[config.mk]
export PLATFORM = sky130hd
export DESIGN_NAME = rgb_palette_select_bus_a
export DESIGN_NICKNAME = d
export VERILOG_FILES = /design/src/shared/rgb_palette_pkg.sv /design/src/verilog/rgb_line_select.sv /design/src/verilog/rgb_palette_select_bus_a.sv
export VERILOG_INCLUDE_DIRS = /design/src /design/src/shared
export SDC_FILE = /design/constraint.sdc
export NUM_CORES = 1
export LEC_CHECK = 0
export ABC_AREA = 1
export BUFFER_PORTS_ARGS = -buffer_cell sky130_fd_sc_hd__buf_2
export CELL_PAD_IN_SITES_DETAIL_PLACEMENT = 2
export CELL_PAD_IN_SITES_GLOBAL_PLACEMENT = 2
export CORE_MARGIN = 2
export CORE_UTILIZATION = 27
export CTS_CLUSTER_DIAMETER = 30
export DETAILED_ROUTE_END_ITERATION = 10
export PLACE_DENSITY_LB_ADDON = 0.1
export SLEW_MARGIN = 20
export SYNTH_ARGS = -nofsm -noshare
export SYNTH_HDL_FRONTEND = slang
export SYNTH_SLANG_ARGS = --single-unit
[constraint.sdc]
create_clock -name i_clk -period 1.35 [get_ports i_clk]
set_input_delay 0 -clock i_clk [delete_from_list [all_inputs] [get_ports i_clk]]
set_output_delay 0 -clock i_clk [all_outputs]
set_load 0.02 [all_outputs]
[src/shared/rgb_palette_map.svh]
// Register map, reset values and field positions of the palette bank.
// Assumes inclusion from design files only; holds definitions only.
`ifndef RGB_PALETTE_MAP_SVH
`define RGB_PALETTE_MAP_SVH
`define ADDR_CONTROL 8'h02
`define ADDR_RED0 8'h03
`define ADDR_GRN0 8'h04
`define ADDR_BLU0 8'h05
`define ADDR_RED1 8'h06
`define ADDR_GRN1 8'h07
`define ADDR_BLU1 8'h08
`define ADDR_SEL12 8'h09
`define ADDR_SEL34 8'h0A
`define RST_ALT0 8'h28
`define RST_ALT1 8'h60
`define RST_SEL 8'h00
`define CODE_FULL 8'hC0
`define MODE_OFF 2'h0
`define MODE_NIGHT 2'h1
`define MODE_NORMAL 2'h2
`define MODE_RESET 2'h3
`define MODE_HI 7
`define MODE_LO 6
`define ODD_ON_BIT 7
`define ODD_PICK_HI 6
`define ODD_PICK_LO 4
`define EVEN_ON_BIT 3
`define EVEN_PICK_HI 2
`define EVEN_PICK_LO 0
`define PICK_RED 2
`define PICK_GRN 1
`define PICK_BLU 0
`define NIGHT_SHIFT 4
`endif

[src/shared/rgb_palette_pkg.sv]
// Types shared by the palette bank and its line selector.
// Assumes the map header supplies all numeric constants.
package rgb_palette_pkg;
   typedef logic [7:0] code_t;      // Palette current code
   typedef logic [2:0] pick_t;      // Per-module red/green/blue pick
   typedef logic [1:0] mode_t;      // Enable-mode field
endpackage : rgb_palette_pkg

[src/verilog/rgb_line_select.sv]
// Per-line colour current selection for one bus-A module.
// Assumes registered palette values arrive from the bank.
`timescale 1ns/1ns
`include "rgb_palette_map.svh"
module rgb_line_select (
   input wire logic i_on,                    // Module enable
   input wire rgb_palette_pkg::pick_t i_pick, // Palette pick bits
   input wire rgb_palette_pkg::code_t i_alt0, // Alternative 0 code
   input wire rgb_palette_pkg::code_t i_alt1, // Alternative 1 code
   input wire logic [1:0] i_bit,             // Which pick bit applies
   output logic [7:0] o_code                 // Target code, zero when off
);
   import rgb_palette_pkg::*;
   // Chosen alternative, then forced to zero when module is off
   wire sel_w = i_pick[i_bit];
   wire [7:0] chosen_w = sel_w ? i_alt1 : i_alt0;
   assign o_code = i_on ? chosen_w : 8'h00;
endmodule : rgb_line_select

[src/verilog/rgb_palette_select_bus_a.sv]
// Palette and bus-A selection register bank with per-line targets.
// Assumes a byte-wide register write/read port from the serial engine.
//
// Notes on behaviour
// Alternative-0 palettes reset to 0x28 (5mA)
// Alternative-1 palettes reset to 0x60 (12mA)
// Code steps 125uA, 0xC0 is full scale
// Codes above 0xC0 stored and read as 0xC0
// Enable clear forces zero, set applies picks
// Module one: red l3, green l2, blue l4; code keeps it in an unused table
// Module two: red l4, green l3, blue l1; code keeps it in an unused table
// Module three: red l1, green l4, blue l2; code keeps it in an unused table
// Module four: red l2, green l1, blue l3; code keeps it in an unused table
// Enable-mode 11 restores every register default
// Night mode scales codes to 1.5mA range
// Shared palette write retargets all users
`timescale 1ns/1ns
`include "rgb_palette_map.svh"
module rgb_palette_select_bus_a (
   input wire logic i_clk,                      // 100 MHz clock
   input wire logic i_rst_n,                    // Sync reset, active low
   input wire logic i_wr,                       // Register write strobe
   input wire logic i_rd,                       // Register read strobe
   input wire logic [7:0] i_addr,               // Register address
   input wire rgb_palette_pkg::code_t i_wdata,  // Write data
   output rgb_palette_pkg::code_t o_rdata,      // Read data, next cycle
   output rgb_palette_pkg::mode_t o_mode,       // Current enable mode
   output logic o_night,                        // Night range active
   output logic [3:0] o_module_on,              // Module enables
   output logic [7:0] o_red_code [4],           // Red target per module
   output logic [7:0] o_grn_code [4],           // Green target per module
   output logic [7:0] o_blu_code [4],           // Blue target per module
   output logic [7:0] o_line_level [4][3]       // Scaled level per module
);
   import rgb_palette_pkg::*;

   // Palette and selection storage
   code_t red_level_alt0_q, green_level_alt0_q, blue_level_alt0_q;
   code_t red_level_alt1_q, green_level_alt1_q, blue_level_alt1_q;
   code_t sel12_q, sel34_q;   // Bus A selection registers
   mode_t mode_q;             // Enable-mode field copy
   code_t rdata_q;            // Read data register

   // Clamped write value
   wire over_w = i_wdata > `CODE_FULL;
   wire [7:0] clamp_w = over_w ? `CODE_FULL : i_wdata;
   // Write decodes
   wire wr_ctl_w = i_wr && (i_addr == `ADDR_CONTROL);
   wire [1:0] wmode_w = i_wdata[`MODE_HI:`MODE_LO];
   wire soft_rst_w = wr_ctl_w && (wmode_w == `MODE_RESET);
   wire clr_w = !i_rst_n || soft_rst_w;
   wire wr_r0_w = i_wr && (i_addr == `ADDR_RED0);
   wire wr_g0_w = i_wr && (i_addr == `ADDR_GRN0);
   wire wr_b0_w = i_wr && (i_addr == `ADDR_BLU0);
   wire wr_r1_w = i_wr && (i_addr == `ADDR_RED1);
   wire wr_g1_w = i_wr && (i_addr == `ADDR_GRN1);
   wire wr_b1_w = i_wr && (i_addr == `ADDR_BLU1);
   wire wr_s12_w = i_wr && (i_addr == `ADDR_SEL12);
   wire wr_s34_w = i_wr && (i_addr == `ADDR_SEL34);

   // Read multiplexer
   logic [7:0] rmux_w;
   always_comb begin
      if (i_addr == `ADDR_CONTROL) begin
         rmux_w = {mode_q, 6'h00};
      end else if (i_addr == `ADDR_RED0) begin
         rmux_w = red_level_alt0_q;
      end else if (i_addr == `ADDR_GRN0) begin
         rmux_w = green_level_alt0_q;
      end else if (i_addr == `ADDR_BLU0) begin
         rmux_w = blue_level_alt0_q;
      end else if (i_addr == `ADDR_RED1) begin
         rmux_w = red_level_alt1_q;
      end else if (i_addr == `ADDR_GRN1) begin
         rmux_w = green_level_alt1_q;
      end else if (i_addr == `ADDR_BLU1) begin
         rmux_w = blue_level_alt1_q;
      end else if (i_addr == `ADDR_SEL12) begin
         rmux_w = sel12_q;
      end else if (i_addr == `ADDR_SEL34) begin
         rmux_w = sel34_q;
      end else begin
         rmux_w = 8'h00;   // Unmapped reads as zero
      end
   end

   // Alternative-0 palette registers
   always_ff @(posedge i_clk) begin
      if (clr_w) begin
         red_level_alt0_q <= `RST_ALT0;
         green_level_alt0_q <= `RST_ALT0;
         blue_level_alt0_q <= `RST_ALT0;
      end else begin
         if (wr_r0_w) red_level_alt0_q <= clamp_w;
         if (wr_g0_w) green_level_alt0_q <= clamp_w;
         if (wr_b0_w) blue_level_alt0_q <= clamp_w;
      end
   end

   // Alternative-1 palette registers
   always_ff @(posedge i_clk) begin
      if (clr_w) begin
         red_level_alt1_q <= `RST_ALT1;
         green_level_alt1_q <= `RST_ALT1;
         blue_level_alt1_q <= `RST_ALT1;
      end else begin
         if (wr_r1_w) red_level_alt1_q <= clamp_w;
         if (wr_g1_w) green_level_alt1_q <= clamp_w;
         if (wr_b1_w) blue_level_alt1_q <= clamp_w;
      end
   end

   // Selection registers and mode field
   always_ff @(posedge i_clk) begin
      if (clr_w) begin
         sel12_q <= `RST_SEL;
         sel34_q <= `RST_SEL;
         mode_q <= `MODE_OFF;
      end else begin
         if (wr_s12_w) sel12_q <= i_wdata;
         if (wr_s34_w) sel34_q <= i_wdata;
         if (wr_ctl_w) mode_q <= wmode_w;
      end
   end

   // Read data register
   always_ff @(posedge i_clk) begin
      if (!i_rst_n) begin
         rdata_q <= 8'h00;
      end else if (i_rd) begin
         rdata_q <= rmux_w;
      end
   end

   // Per-module fields: modules 1,3 in the high nibble, 2,4 in the low
   wire [3:0] on_w = {sel34_q[`EVEN_ON_BIT], sel34_q[`ODD_ON_BIT],
                      sel12_q[`EVEN_ON_BIT], sel12_q[`ODD_ON_BIT]};
   wire [2:0] pick_w [4];
   assign pick_w[0] = sel12_q[`ODD_PICK_HI:`ODD_PICK_LO];
   assign pick_w[1] = sel12_q[`EVEN_PICK_HI:`EVEN_PICK_LO];
   assign pick_w[2] = sel34_q[`ODD_PICK_HI:`ODD_PICK_LO];
   assign pick_w[3] = sel34_q[`EVEN_PICK_HI:`EVEN_PICK_LO];

   // Targets per module, shared palettes feed every user    // R12
   wire [7:0] red_w [4];
   wire [7:0] grn_w [4];
   wire [7:0] blu_w [4];
   genvar m;
   generate
      for (m = 0; m < 4; m++) begin : g_mod
         rgb_line_select u_red (
            .i_on(on_w[m]),
            .i_pick(pick_w[m]),
            .i_alt0(red_level_alt0_q),
            .i_alt1(red_level_alt1_q),
            .i_bit(2'(`PICK_RED)),
            .o_code(red_w[m])
         );
         rgb_line_select u_grn (
            .i_on(on_w[m]),
            .i_pick(pick_w[m]),
            .i_alt0(green_level_alt0_q),
            .i_alt1(green_level_alt1_q),
            .i_bit(2'(`PICK_GRN)),
            .o_code(grn_w[m])
         );
         rgb_line_select u_blu (
            .i_on(on_w[m]),
            .i_pick(pick_w[m]),
            .i_alt0(blue_level_alt0_q),
            .i_alt1(blue_level_alt1_q),
            .i_bit(2'(`PICK_BLU)),
            .o_code(blu_w[m])
         );
      end
   endgenerate

   // Line routing per module: red, green, blue lines (0-based)
   // Module 1: 2,1,3  Module 2: 3,2,0  Module 3: 0,3,1  Module 4: 1,0,2
   // R9 are recorded in this fixed map, kept in three tables that no output uses
   localparam logic [1:0] RED_LINE [4] = '{2'h2, 2'h3, 2'h0, 2'h1};
   localparam logic [1:0] GRN_LINE [4] = '{2'h1, 2'h2, 2'h3, 2'h0};
   localparam logic [1:0] BLU_LINE [4] = '{2'h3, 2'h0, 2'h1, 2'h2};

   // Night range: code scaled by 1/16 (125uA to ~8uA steps)   // R11
   function automatic logic [7:0] scale(input logic [7:0] c,
                                        input logic night);
      scale = night ? (c >> `NIGHT_SHIFT) : c;
   endfunction : scale

   // Registered outputs
   wire night_w = (mode_q == `MODE_NIGHT);
   always_ff @(posedge i_clk) begin
      if (!i_rst_n) begin
         o_rdata <= 8'h00;
         o_mode <= `MODE_OFF;
         o_night <= 1'b0;
         o_module_on <= 4'h0;
         for (int k = 0; k < 4; k++) begin
            o_red_code[k] <= 8'h00;
            o_grn_code[k] <= 8'h00;
            o_blu_code[k] <= 8'h00;
            for (int c = 0; c < 3; c++) o_line_level[k][c] <= 8'h00;
         end
      end else begin
         o_rdata <= rmux_w;
         o_mode <= mode_q;
         o_night <= night_w;
         o_module_on <= on_w;
         for (int k = 0; k < 4; k++) begin
            o_red_code[k] <= red_w[k];
            o_grn_code[k] <= grn_w[k];
            o_blu_code[k] <= blu_w[k];
            o_line_level[k][0] <= scale(red_w[k], night_w);
            o_line_level[k][1] <= scale(grn_w[k], night_w);
            o_line_level[k][2] <= scale(blu_w[k], night_w);
         end
      end
   end
endmodule : rgb_palette_select_bus_a

==> impl_metrics.tcl, run 1 <==
set metrics [dict create \
    core_sq_um 35700 \
    port_buffers 225 \
    final_common_cell "dfxtp_1" \
    die_area_sq_um 37900 \
    route.detailed.drc 0 \
    final.min_clock_period_ns 1.34 \
    holdCritPathClass "input port to flop" \
    rsz0062_at_grt "yes" \
    top_usage_layer "met2" \
    crit_required_ns 1.82 \
    final_nets 1730 \
    min_period_over_period_pct 99.5 \
    gp_congestion 0.889 \
    hpwl_microns 35500 \
    slowest_delay_ns 0.37 \
    numCtsBuffers 70 \
    ys_seq_elements 273 \
    grt_pass1_wl_microns 73500 \
    drt_pass1_iterations 5 \
    wirelength_microns 49900 \
    cts-htree-levels 3 \
    cts_buffer_depth 3 \
    num_rows 69 \
    place_inst 2077 \
    status "finished, final reports clean" \
    final_cell_mix "262 x dfxtp_1, 225 x buf_2, 223 x nand2_1, 203 x nor2_1, 191 x buf_4" \
    use_met2_pct 43.4 \
    syn_area_sq_um 9820 \
    clock_sinks 273 \
    ys_seq_area_share_pct 55.6 \
    worstPathArrival_ns 1.81 \
    peakVddDrop_mv 0.827 \
    fin_util_pct 44.2 \
    root_buffer "clkbuf_16" \
    num_antenna_cells 0 \
    grt.total_usage_pct 25.8 \
    synth_area_leader_cell "dfxtp_1" \
    num-fill-cells 3982 \
    worst_slew_pin_slew_ns 0.494 \
    drive_gt1_share_pct 35.5 \
    dp_slack_ns -0.279 \
    antenna_left 0 \
    cts_tree "built" \
    hold_viol_final 0 \
    syn2layout_area_growth_pct 61.0 \
    syn_area_per_cell_sq_um 7.83 \
    antenna_found_initial 0 \
    fin_cells 2227 \
    finalSetupViolations 0 \
    clock.fmax_mhz 744 \
    yosysUniqueCellTypes 26 \
    yosys.area.top_type_share_pct 55.6 \
    cp-start-kind "flop" \
    crit_type "flop to flop" \
    die_w_microns 195 \
    yosysWarnings 0 \
    final_area_sq_um 15800 \
    worstPathMaxFanout 13 \
    route.vias.total 10700 \
    cp_slowest_cell "o21ai_0" \
    synthesis.nets 1274 \
    clkTransAtPathRegs_ns 0.05 \
    max_slew_margin_pct 67.0 \
    synth_area_leaders "dfxtp_1 56%, nand2_1 8.7%, nor2_1 8.2%" \
    overflow 0 \
    clock_skew_ns 0.0162 \
    first_global_vias 11500 \
    wl_per_cell_microns 22.4 \
    chipHeight_microns 195 \
    drtIter0Drc 608 \
    worstSetupEndpointType "flop" \
    use_met1_pct 33.8 \
    grt_max_degree 64 \
    vias_per_cell 4.80 \
    whs_ns 0.0369 \
    slew_violations 0 \
    cap_violations 0 \
    leakagePower_nw 7.84 \
    clkLatencyLatePin_ns 0.58 \
    p_per_area_nw_per_um2 1650 \
    initial_core_util_pct 27.5 \
    path_cells "buf_12 -> o21ai_0 -> nor2_1 -> o22ai_1 -> inv_1" \
    fin_ws_ns 0.00622 \
    io_pins 227 \
    place_area_sq_um 12900 \
    grt_util_met3_pct 4.37 \
    syn_inst 1254 \
]
[worst max-delay path: cells and delay by family, from the launching register on]
family / cells / cell delay (ns)
simple gates: 1 / 0.12
flops: 1 / 0.34
compound gates: 2 / 0.54
buf+inv: 2 / 0.23
[cell families (layout without fill, tap and decap cells)]
kind of cell | after synthesis | in the layout | share of synthesized area (%)
buf+inv | 193 | 705 | 7.62
compound gates | 208 | 208 | 11.8
flops | 273 | 273 | 55.6
simple gates | 580 | 580 | 25.0
[registers in the layout (all words and copies together), names as in the netlist]
name                flops
blue_level_alt0_q       8
blue_level_alt1_q       8
green_level_alt0_q      8
green_level_alt1_q      8
mode_q                  2
o_blu_code             32
o_grn_code             32
o_line_level           96
o_mode                  2
o_module_on             4
o_night                 1
o_rdata                 8
o_red_code             32
red_level_alt0_q        8
red_level_alt1_q        8
sel12_q                 8
sel34_q                 8
[layer usage]
layer  vias up  routed length [microns]
li1       5007                        -
met1      5295                    22500
met2       303                    23900
met3        77                     2460
met4         0                     1060
met5         -                        0
[metrics by stage]
stage	TNS [ns]	power [mW]
finish	0	26.0
global route	-0.176	26.7
floorplan	0	8.45
global placement	-4.92	8.73
CTS	0	26.2
detailed placement	-7.13	8.74
[synthesized netlist by cell type]
cell type,instances
nor2_2,4
nand2_1,228
inv_1,122
nand4_1,10
clkinv_1,3
and2_1,1
nor3_1,37
inv_2,5
o211ai_1,24
o21ai_0,48
dfxtp_1,273
nand4_2,1
a211oi_1,1
nor4_1,34
a21oi_1,100
nand3_2,2
clkbuf_1,44
nor3_2,1
nor2_1,215
o21ai_4,1
nor2_4,2
buf_2,19
nand2_2,3
or2_2,3
nand3_1,39
o22ai_1,34
[cell type report]
| class | instances | area, sq um | share of cell area, % |
|---|---|---|---|
| inverter | 130 | 494 | 3.13 |
| multi-input combinational | 788 | 3750 | 23.7 |
| sequential | 273 | 5480 | 34.7 |
| clock buffer | 94 | 1980 | 12.5 |
| tap | 461 | 577 | 3.65 |
| clock inverter | 34 | 484 | 3.06 |
| timing repair buffer | 447 | 3040 | 19.2 |
[what timing repair did]
item,4_1_cts,5_1_grt
gates cloned,0,3
endpoints found under the setup margin,41,109
buffers inserted,2,5
endpoints found under the hold margin,35,0
pin swaps,5,14
resized for setup,15,67
hold buffers,12,0
[power breakdown]
group / switching, mW / internal (mW) / total, mW
Sequential: 0.00602 / 8.09 / 8.10
Clock: 5.32 / 12.0 / 17.4
Combinational: 0.383 / 0.187 / 0.570
[worst paths after layout]
kind,depth (start not counted),start,to,slack (ns)
worst min register to register,2,green_level_alt1_q[7]$_SDFFE_PP0P_,green_level_alt1_q[7]$_SDFFE_PP0P_,0.48
worst max register to register,5,sel12_q[4]$_SDFFE_PP0P_,o_line_level[75]$_SDFF_PN0_,0.006
worst max-delay path,5,sel12_q[4]$_SDFFE_PP0P_,o_line_level[75]$_SDFF_PN0_,0.006
worst min-delay path,6,i_addr[3],o_rdata[4]$_SDFF_PP0_,0.04
Power figures use the tool's default switching activity.
==> inputs of run 2 (changes only) <==
Settings changed: ABC_AREA 1 to unset, CORE_UTILIZATION 27 to 29, SYNTH_HIERARCHICAL set to 1.
==> run 2 against run 1 <==
  * Non-clock buffer count shrank 54
  * Largest power group unchanged
  * Combinational power up 0.9%
  * Highest routed layer unchanged
  * Wire length fell by 9.4%
  * Final cell count barely moved
  * Worst setup slack got worse by 0.13 ns
  * Via count is 3.2% lower
  * The run now ends with negative setup slack left
  * Clock-buffer cell count shrank 14
  * Register-to-register slack lost 0.13 ns
  * Maximum frequency down 8.9%
  * Clock skew up 0.0096 ns
  * Synthesized cell count fell by 0.72%
==> impl_metrics.tcl, run 2 <==
set metrics [dict create \
    failed_checks "negative setup slack" \
    core_sq_um 37700 \
    whs_ns 0.0466 \
    yosysUniqueCellTypes 48 \
    p_int_mw 19.5 \
    die_area_sq_um 39800 \
    largest_reg_flops 96 \
    syn_inst 1245 \
    min_period_over_period_pct 109 \
    synth_top_flop_cell "dfxtp_1" \
    final_common_cell "nand2_1" \
    io_pins 227 \
    first_global_vias 11300 \
    drtIter0Drc 391 \
    ys_seq_elements 273 \
    cts_buffer_depth 3 \
    holdCritPathClass "input port to flop" \
    cp-start-kind "flop" \
    final_cell_mix "292 x nand2_1, 251 x dfxtp_1, 225 x buf_2, 145 x mux2i_1, 120 x buf_4" \
    path_cells "mux2i_1 -> o22a_1 -> buf_12 -> buf_12 -> mux2i_4 -> nand2_2 -> buf_6 -> nor2_4" \
    wl_per_cell_microns 20.3 \
    chipHeight_microns 199 \
    antenna_found_initial 0 \
    cap_violations 0 \
    grt_max_degree 56 \
    yosysMostFrequentCell "nand2_1" \
    leakagePower_nw 8.30 \
    route.detailed.drc 0 \
    yosys.area.top_type_share_pct 49.4 \
    worst_slew_pin_slew_ns 0.498 \
    crit_required_ns 1.86 \
    synth_edf_count 0 \
    cts-htree-levels 3 \
    switchingPower_mw 5.47 \
    grt.total_usage_pct 22.7 \
    rsz0062_at_grt "yes" \
    final.min_clock_period_ns 1.47 \
    vias_per_cell 4.64 \
    worstSetupEndpointType "flop" \
    syn_area_sq_um 11100 \
    drt_pass1_iterations 4 \
    ys_async_sr_fraction_pct 0 \
    clkLatencyLatePin_ns 0.57 \
    synth_area_leader_cell "dfxtp_1" \
    wirelength_microns 45200 \
    die_w_microns 199 \
    port_buffers 225 \
    route.vias.total 10300 \
    ys_seq_area_share_pct 49.4 \
    cts_tree "built" \
    syn_area_per_cell_sq_um 8.89 \
    yosysWarnings 6 \
    dp_slack_ns -0.562 \
    power.share.clock_pct 65.3 \
    antenna_left 0 \
    synth_area_leaders "dfxtp_1 49%, mux2i_1 16%, nand2_1 11%" \
    seqPwrFrac_pct 32.4 \
    fin_ws_ns -0.125 \
    clkTransAtPathRegs_ns 0.04 \
    gp_congestion 0.843 \
    grt_pass1_wl_microns 67400 \
    worstPathMaxFanout 6 \
    cp_slowest_cell "dfxtp_2" \
    slew_violations 0 \
    num_antenna_cells 0 \
    switching_share_pct 21.9 \
    crit_path_frequent_cell "buf_12" \
    worstPathArrival_ns 1.98 \
    critPathTopFamily "buffers and inverters" \
    initial_core_util_pct 29.4 \
    numCtsBuffers 67 \
    drive_gt1_share_pct 37.8 \
    cp_num_buf_inv 3 \
    p_per_area_nw_per_um2 1460 \
    clock.fmax_mhz 678 \
    comb_power_share_pct 2.3 \
    status "complete, but fails checks" \
    peakVddDrop_mv 0.762 \
    overflow 0 \
    max_slew_margin_pct 66.6 \
    final_nets 1683 \
    hpwl_microns 31500 \
    crit_type "flop to flop" \
    top_register "o_line_level" \
    clock_skew_ns 0.0258 \
    root_buffer "clkbuf_16" \
    ys_top_cells_by_count "316 x nand2_1, 273 x dfxtp_1, 181 x mux2i_1" \
    clock_sinks 273 \
    syn2layout_area_growth_pct 54.1 \
    hold_viol_final 0 \
    num_rows 71 \
    slowest_delay_ns 0.31 \
    finalSetupViolations 48 \
]
[run 2: power by group through the flow]
stage | sequential (mW) | clock (mW) | combinational (mW)
finish | 8.10 | 16.3 | 0.575
floorplan | 8.25 | 0 | 0.261
global route | 8.08 | 17.2 | 0.615
CTS | 8.09 | 16.7 | 0.549
detailed placement | 8.24 | 0 | 0.521
global placement | 8.24 | 0 | 0.509
[run 2: what timing repair did]
| action | in CTS | in global routing |
|---|---|---|
| hold buffers | 9 | 0 |
| setup endpoints to repair | 90 | 141 |
| resized for setup | 69 | 119 |
| setup buffers | 6 | 12 |
| endpoints found under the hold margin | 65 | 0 |
| cloned | 1 | 1 |
| pin swaps | 35 | 26 |
[run 2: logic make-up (layout without fill, tap and decap cells)]
logic type / after synthesis / count (layout) / synth area share, %
AO/OA/AOI/OAI: 114 / 114 / 6.60
AND/OR/NAND/NOR: 525 / 526 / 21.0
flip-flops: 273 / 273 / 49.4
buffers and inverters: 145 / 568 / 6.15
multiplexers: 186 / 186 / 16.9
other: 2 / 48 / 0.0678
[run 2: worst paths after layout]
kind | from | endpoint | slack, ns | cells past startpoint
max | sel34_q[6]$_SDFFE_PP0P_ | o_line_level[47]$_SDFF_PP0_ | -0.12 | 8
min reg2reg | green_level_alt1_q[5]$_SDFFE_PP1P_ | green_level_alt1_q[5]$_SDFFE_PP1P_ | 0.53 | 2
max reg2reg | sel34_q[6]$_SDFFE_PP0P_ | o_line_level[47]$_SDFF_PP0_ | -0.12 | 8
min | i_addr[2] | o_rdata[6]$_SDFF_PN0_ | 0.05 | 4
[run 2: tightest hold or removal path, stage by stage]
cell and delay (ns):
buf_2 0.16, or4_1 0.15, a21oi_2 0.05, nor4_2 0.19
[run 2: layout make-up]
type                            instances  area, sq um
Clock buffer                           80         1800
Fill cell                            4114        20600
Timing Repair Buffer                  393         2830
Clock inverter                         41          508
Tap cell                              511          639
Sequential cell                       273         5490
Inverter                               54          203
Multi-Input combinational cell        874         5600
[run 2: stage by stage]
step	utilization (%)	TNS (ns)	area, sq um	total power, mW	cells
CTS	44.1	-3.04	16600	25.3	2213
floorplan	-	-19.86	11300	8.51	1291
global placement	37.1	-31.23	14000	8.75	2078
global route	45.3	-11.16	17100	25.9	2226
detailed placement	37.1	-37.36	14000	8.77	2078
finish	45.3	-2.29	17100	25.0	2226
[run 2: layer usage]
| layer | track usage (%) | up-vias | wire, microns |
|---|---|---|---|
| met1 | 28.6 | 5095 | 20000 |
| met2 | 38.3 | 282 | 21700 |
| li1 | - | 4891 | - |
| met5 | 0 | - | 0 |
| met4 | 8.53 | 0 | 1260 |
| met3 | 4.56 | 69 | 2220 |
